`src/design/tnfc_regs.svh`:
```
`ifndef TNFC_REGS_SVH
`define TNFC_REGS_SVH
// field positions of the exponent-mantissa word
`define TNFC_EXP_MSB 15
`define TNFC_EXP_LSB 11
`define TNFC_MAN_MSB 10
`define TNFC_MAN_LSB 0
// fixed exponent of the unsigned linear word, two's complement of -12
`define TNFC_FIXED_EXP 5'sh14
// mantissa limits for an eleven-bit signed field
`define TNFC_MAN_MAX 11'sh3FF
`define TNFC_MAN_MIN -11'sh400
// exponent limits for a five-bit signed field
`define TNFC_EXP_MAX 8'sh0F
`define TNFC_EXP_MIN -8'sh10
// latin-1 bytes: all 8-bit codes are legal
`define TNFC_TEXT_W 8
// pipeline depth from request to answer
`define TNFC_LAT 2
`endif

```
`src/design/tnfc_pkg.sv`:
```
package tnfc_pkg;
  // numeric encodings handled by the codec
  typedef enum logic [2:0] {
    TNFC_FMT_EXP_MANT,
    TNFC_FMT_FIXED_EXP,
    TNFC_FMT_RAW16,
    TNFC_FMT_RAW8,
    TNFC_FMT_UWORD,
    TNFC_FMT_CUSTOM,
    TNFC_FMT_TEXT
  } tnfc_fmt_t;
  // direction of a request
  typedef enum logic {
    TNFC_DIR_UNPACK,
    TNFC_DIR_PACK
  } tnfc_dir_t;
endpackage : tnfc_pkg

```
`src/design/tnfc_codec.sv`:
```
`timescale 1ns/1ps
`include "tnfc_regs.svh"
module tnfc_codec (
  input wire logic mclk_in,
  input wire logic srst_in,
  input wire logic req_in,
  input wire tnfc_pkg::tnfc_dir_t dir_in,
  input wire tnfc_pkg::tnfc_fmt_t fmt_in,
  input wire logic [15:0] word_in,
  input wire logic signed [31:0] val_in,
  input wire logic signed [7:0] exp_in,
  input wire logic cust_signed_in,
  input wire logic signed [15:0] cust_scale_in,
  input wire logic text_last_in,
  output logic ack_out,
  output logic [15:0] word_out,
  output logic signed [31:0] val_out,
  output logic signed [7:0] exp_out,
  output logic sat_out,
  output logic text_last_out
);
  import tnfc_pkg::*;
  ////////////////////////////////////////////////////////////////////////
  logic s1_v_r;
  tnfc_dir_t s1_dir_r;
  tnfc_fmt_t s1_fmt_r;
  logic [15:0] s1_word_r;
  logic signed [31:0] s1_val_r;
  logic signed [7:0] s1_exp_r;
  logic s1_cs_r;
  logic signed [15:0] s1_scale_r;
  logic s1_last_r;
  logic signed [10:0] nm_man;
  logic signed [4:0] nm_exp;
  logic nm_sat;
  logic [15:0] word_nxt;
  logic signed [31:0] val_nxt;
  logic signed [7:0] exp_nxt;
  logic sat_nxt;
  logic signed [31:0] fit;
  // first stage captures the request so the wide arithmetic sees stable data
  always_ff @(posedge mclk_in) begin
    if (srst_in) begin
      s1_v_r <= 1'b0;
      s1_dir_r <= TNFC_DIR_UNPACK;
      s1_fmt_r <= TNFC_FMT_EXP_MANT;
      s1_word_r <= 16'h0000;
      s1_val_r <= 32'sh00000000;
      s1_exp_r <= 8'sh00;
      s1_cs_r <= 1'b0;
      s1_scale_r <= 16'sh0000;
      s1_last_r <= 1'b0;
    end else begin
      s1_v_r <= req_in;
      if (req_in) begin
        s1_dir_r <= dir_in;
        s1_fmt_r <= fmt_in;
        s1_word_r <= word_in;
        s1_val_r <= val_in;
        s1_exp_r <= exp_in;
        s1_cs_r <= cust_signed_in;
        s1_scale_r <= cust_scale_in;
        s1_last_r <= text_last_in;
      end
    end
  end
  ////////////////////////////////////////////////////////////////////////
  tnfc_norm u_norm (
    .val_in(s1_val_r),
    .exp_in(s1_exp_r),
    .man_out(nm_man),
    .exp_out(nm_exp),
    .sat_out(nm_sat)
  );
  // per-format conversion; unpack yields value and exponent, pack a word
  always_comb begin
    word_nxt = s1_word_r;
    val_nxt = 32'sh00000000;
    exp_nxt = 8'sh00;
    sat_nxt = 1'b0;
    fit = 32'sh00000000;
    unique case (s1_fmt_r)
      TNFC_FMT_EXP_MANT: begin
        if (s1_dir_r == TNFC_DIR_UNPACK) begin
          val_nxt = 32'(signed'(s1_word_r[`TNFC_MAN_MSB:`TNFC_MAN_LSB]));
          exp_nxt = 8'(signed'(s1_word_r[`TNFC_EXP_MSB:`TNFC_EXP_LSB]));
        end else begin
          word_nxt = {nm_exp, nm_man};
          sat_nxt = nm_sat;
        end
      end
      TNFC_FMT_FIXED_EXP: begin
        exp_nxt = 8'(`TNFC_FIXED_EXP);
        if (s1_dir_r == TNFC_DIR_UNPACK) begin
          val_nxt = {16'h0000, s1_word_r};
        end else begin
          // align caller value to the hardwired exponent, then clamp
          fit = s1_val_r <<< (s1_exp_r - exp_nxt);
          if (s1_exp_r < exp_nxt) begin
            fit = s1_val_r >>> (exp_nxt - s1_exp_r);
          end
          if (fit < 0) begin
            word_nxt = 16'h0000;
            sat_nxt = 1'b1;
          end else if (fit > 32'sh0000FFFF) begin
            word_nxt = 16'hFFFF;
            sat_nxt = 1'b1;
          end else begin
            word_nxt = fit[15:0];
          end
        end
      end
      TNFC_FMT_RAW16: begin
        val_nxt = {16'h0000, s1_word_r};
        word_nxt = s1_val_r[15:0];
      end
      TNFC_FMT_RAW8: begin
        val_nxt = {24'h000000, s1_word_r[7:0]};
        word_nxt = {8'h00, s1_val_r[7:0]};
      end
      TNFC_FMT_UWORD: begin
        val_nxt = {16'h0000, s1_word_r};
        word_nxt = s1_val_r[15:0];
      end
      TNFC_FMT_CUSTOM: begin
        // unpack only scales; packing passes the integer through unscaled
        if (s1_cs_r) begin
          val_nxt = 32'(signed'(s1_word_r)) * 32'(s1_scale_r);
        end else begin
          val_nxt = 32'({16'h0000, s1_word_r}) * 32'(s1_scale_r);
        end
        word_nxt = s1_val_r[15:0];
      end
      TNFC_FMT_TEXT: begin
        val_nxt = {24'h000000, s1_word_r[7:0]};
        word_nxt = {8'h00, s1_val_r[7:0]};
      end
      default: begin
        word_nxt = 16'h0000;
      end
    endcase
  end
  ////////////////////////////////////////////////////////////////////////
  // answer register: ack_out follows s1_v_r each cycle; the other outputs hold until the next answer
  always_ff @(posedge mclk_in) begin
    if (srst_in) begin
      ack_out <= 1'b0;
      word_out <= 16'h0000;
      val_out <= 32'sh00000000;
      exp_out <= 8'sh00;
      sat_out <= 1'b0;
      text_last_out <= 1'b0;
    end else begin
      ack_out <= s1_v_r;
      if (s1_v_r) begin
        word_out <= word_nxt;
        val_out <= val_nxt;
        exp_out <= exp_nxt;
        sat_out <= sat_nxt;
        text_last_out <= (s1_fmt_r == TNFC_FMT_TEXT) && s1_last_r;
      end
    end
  end
endmodule : tnfc_codec

```
`src/design/tnfc_norm.sv`:
```
`timescale 1ns/1ps
`include "tnfc_regs.svh"
// finds the exponent that packs a 32-bit value into an eleven-bit mantissa
module tnfc_norm (
  input wire logic signed [31:0] val_in,
  input wire logic signed [7:0] exp_in,
  output logic signed [10:0] man_out,
  output logic signed [4:0] exp_out,
  output logic sat_out
);
  logic [4:0] shift;
  logic signed [31:0] shifted;
  logic signed [7:0] e;
  logic signed [31:0] t;
  // smallest right shift that fits keeps the most precision
  always_comb begin
    shift = 5'h00;
    for (int s = 21; s >= 0; s--) begin
      t = val_in >>> s;
      if (t > 32'sd1023 || t < -32'sd1024) begin
        shift = 5'(s + 1);
        break;
      end
    end
    shifted = val_in >>> shift;
    e = exp_in + 8'(shift);
    sat_out = 1'b0;
    if (e > `TNFC_EXP_MAX) begin
      e = `TNFC_EXP_MAX;
      sat_out = 1'b1;
      shifted = (val_in < 0) ? -32'sd1024 : 32'sd1023;
    end else if (e < `TNFC_EXP_MIN) begin
      e = `TNFC_EXP_MIN;
      sat_out = 1'b1;
    end
    man_out = shifted[10:0];
    exp_out = e[4:0];
  end
endmodule : tnfc_norm

```
`config.mk`:
```
export PLATFORM = sky130hd
export DESIGN_NAME = tnfc_codec
export DESIGN_NICKNAME = d
export VERILOG_FILES = /design/src/design/tnfc_pkg.sv /design/src/design/tnfc_codec.sv /design/src/design/tnfc_norm.sv
export VERILOG_INCLUDE_DIRS = /design/src /design/src/design
export SDC_FILE = /design/constraint.sdc
export NUM_CORES = 2
export LEC_CHECK = 0
export BUFFER_PORTS_ARGS = -buffer_cell sky130_fd_sc_hd__buf_2
export CORE_ASPECT_RATIO = 0.9
export CORE_MARGIN = 5
export CORE_UTILIZATION = 25
export DETAILED_ROUTE_END_ITERATION = 8
export GPL_ROUTABILITY_DRIVEN = 0
export PLACE_DENSITY = 0.51
export SLEW_MARGIN = 20
export SYNTH_ARGS = -nofsm -noshare
export SYNTH_HDL_FRONTEND = slang
export SYNTH_SLANG_ARGS = --single-unit
```
`constraint.sdc`:
```
create_clock -name mclk_in -period 13.9 [get_ports mclk_in]
set_input_delay 0 -clock mclk_in [delete_from_list [all_inputs] [get_ports mclk_in]]
set_output_delay 0 -clock mclk_in [all_outputs]
set_load 0.03 [all_outputs]
```
==> results.md <==
* Status: finished clean
* Power Dens Cells at 70.5 nW/um2
* Final Critical Period at 7.53 ns
* CTS buffer count at 17
* CTS tree: done
* Initial DRC count at 1883
* Worst EP arrival at 7.95 ns
* Gr usage total at 16.6%
* First-pass GRT wire length at 130000 um
* Cells after DPL at 4069
* Worst-path clk slew at 0.09 ns
* Final setup viols at 0
* Most common cell after layout, fill and taps aside: inv_1
* Sequential fraction of design power at 24.4%
* CP Class: reg2reg
* Initial antenna violation count at 2
* Post-Route WL at 84800 um
* Syn_nets at 3375
* Most frequent cells in the layout: inv_1, fa_1, nand2_1, nor2_1, mux2i_1
* Slew HR at 20.4%
* Cts repair resizes at 0
* GRT busiest layer: met2
* Cell variety after synth at 84
* Required @ worst endpoint at 14.31 ns
* Root buffer cell: clkbuf_16
* Peak VDD IR at 0.0775 mV
* Max-Cap Viols at 0
* TritonRoute pass-1 iters at 6
* Synth warnings at 0
* Combinational share of power at 49.6%
* Area share of the largest cell type after synthesis at 25.2%
* Ports at 140
* Port Buffers at 139
* Largest net degree at the start of global routing at 57
* Area grow syn2layout at 14.2%
* Fin crit share at 54.2%
* Hold Fails Final Rpt at 0
* Synth Area in Compound Gates at 15.4%
* Initial Util at 25.2%
* Clk network pwr share at 25.9%
* Worst slew pin tran at 1.19 ns
* Register area share after synthesis at 11.3%
* Psw at 894 uW
* Post-synthesis mux area share at 11.9%
* Biggest area consumer among synthesized cells: fa_1
* Die ar. at 102000 um2
* Vias at 21600
* # H-tree levels at 4
* Clk_lat worst skew at 0.50 ns
* Net Sw Frac at 46.4%
* Worst hold slack at 0.0995 ns
* Post-CTS Hold Buffers at 99
* Post-layout util at 28.8%
* Slew Viols, Final at 0
* Number of synthesized flops with an enable pin at 0
* # nets final at 3464
* Gate Count Post-Synth at 2845
* RSZ-0062 raised after global routing: no
* Final cell count without fillers at 4202
* Hold Crit Class: in2reg
* Post-CTS Setup Bufs at 0
* Startpoint Class: flop
* Die H at 303 um
* Max FO, Critical Path at 19
* Core area at 94800 um2
* Nature of the critical path endpoint: flop
* Synth Area in Adders at 33.0%
* Max Root-Sink Buffers at 2
* Top FF cell, synth: dfxtp_1
* Wire length per cell at 20.2 um
* Post-Synth Simple-Gate Area at 17.0%
* Num Clock Sinks at 135
* Clock skew at 0.0181 ns
* Share of cells above drive strength 1 at 10.8%
* Maximum clock frequency at 133 MHz
* Met3 Usage GRT at 3.53%
* Mapped Area at 23900 um2
* Filler cells at 10300
* Via density per instance at 5.14
* Largest family of logic cells by synthesized area: adder cells
* Met2 track demand over resource at 24.6%
* Setup_tns at 0 ns
* Vias in the first global route at 20900
* Met1 usage at 24.5%
* Antenna violation net count after detailed routing at 0
* Async S/R FF share, synth at 0%
* Grt ovf at 0
* Post-DP HPWL at 66100 um
* Syn avg cell area at 8.40 um2
* Drt drc at 0
* Rows at 107
* Xor/xnor share of the synthesized area at 2.49%
* Die span in x at 336 um
* Leak pwr at 0.0124 uW
* Register bit total from synthesis at 135
* Total Power at 1930 uW
* Synth top area cells: fa_1, dfxtp_1, ha_1
* Int Power at 1030 uW
==> area by class of cell <==
type	instances	area, um2	area share, %
Antenna cell	2	5.00	0.0183
Clock buffer	17	425	1.56
Clock inverter	15	171	0.628
Inverter	346	1300	4.76
Multi-Input combinational cell	2150	19100	69.9
Sequential cell	135	2710	9.93
Tap cell	1253	1570	5.74
Timing Repair Buffer	284	2040	7.46
==> synth_stat cells (46+ instances only) <==
cell type    n
and2_1     121
nand2_1    287
clkbuf_1   174
inv_1      342
mux4_2      47
nor2_1     225
ha_1       148
o21ai_0     95
xnor2_1     46
nor3_1      49
a21oi_1    131
fa_1       301
mux2i_1    149
dfxtp_1    135
nand3_1     49
==> critical path, stage by stage, from the launching register on <==
cell and delay, ns:
dfxtp_1 0.86, nand2_1 0.17, fa_1 0.58, inv_1 0.06
fa_1 0.53, inv_1 0.05, fa_1 0.48, fa_1 0.49
inv_1 0.05, fa_1 0.50, fa_1 0.49, ha_1 0.37
a21o_1 0.26, a2111oi_0 0.77, o21a_1 0.29, a2bb2oi_1 0.39
a211o_1 0.25, a31oi_1 0.15, a31oi_1 0.22, xnor2_1 0.14
nand2_1 0.08, a211oi_1 0.25
==> registers in the layout, indices dropped and copies added, names as in the netlist, 3 cells and up <==
name / flops
s1_val_r: 32
val_out: 32
s1_scale_r: 16
s1_word_r: 16
word_out: 16
s1_exp_r: 8
exp_out: 5
s1_fmt_r: 3
==> cell families (layout without fill, tap and decap cells) <==
kind of cell               Yosys count  count (layout)
muxes                              222             222
DFF                                135             135
xor gates and xnor gates            68              68
AOI/OAI and AO/OA                  547             547
buffers and inverters              560             662
and+or+nand+nor                    864             864
adders and majority gates          449             449
other                                0               2
==> power groups by stage <==
stage / Sequential, uW / Combinational, uW / Clock (uW)
final: 471 / 956 / 499
after global routing: 475 / 1060 / 529
after detailed placement: 478 / 931 / 0
after global placement: 477 / 933 / 0
after floorplan: 432 / 711 / 0
after CTS: 469 / 959 / 518
==> stage by stage <==
stage | setup WS [ns] | cell area [um2]
after global placement | 6.53 | 25700
final | 6.37 | 27300
after global routing | 5.84 | 27300
after floorplan | 7.21 | 23900
after detailed placement | 6.46 | 25700
after CTS | 6.39 | 27300
==> path summary, 6_finish.rpt <==
| path | startpoint | endpoint | slack [ns] | cells past startpoint |
|---|---|---|---|---|
| worst max-delay path | s1_word_r[5]$_SDFFE_PP0P_ | val_out[30]$_SDFFE_PP0P_ | 6.37 | 21 |
| worst min-delay path | req_in | s1_val_r[31]$_SDFFE_PP0P_ | 0.1 | 3 |
| worst max register to register | s1_word_r[5]$_SDFFE_PP0P_ | val_out[30]$_SDFFE_PP0P_ | 6.37 | 21 |
| worst min register to register | exp_out[0]$_SDFFE_PP0P_ | exp_out[0]$_SDFFE_PP0P_ | 0.46 | 2 |
==> per-layer routing <==
metal  routed length (um)  part of all wire, %  vias up
li1                     -                    -     9829
met1                39700                   47    10900
met2                36500                   43      819
met3                 6910                  8.1       89
met4                 1720                  2.0        0
met5                    0                    0        -
No activity file was read; power rests on OpenSTA's default activity.
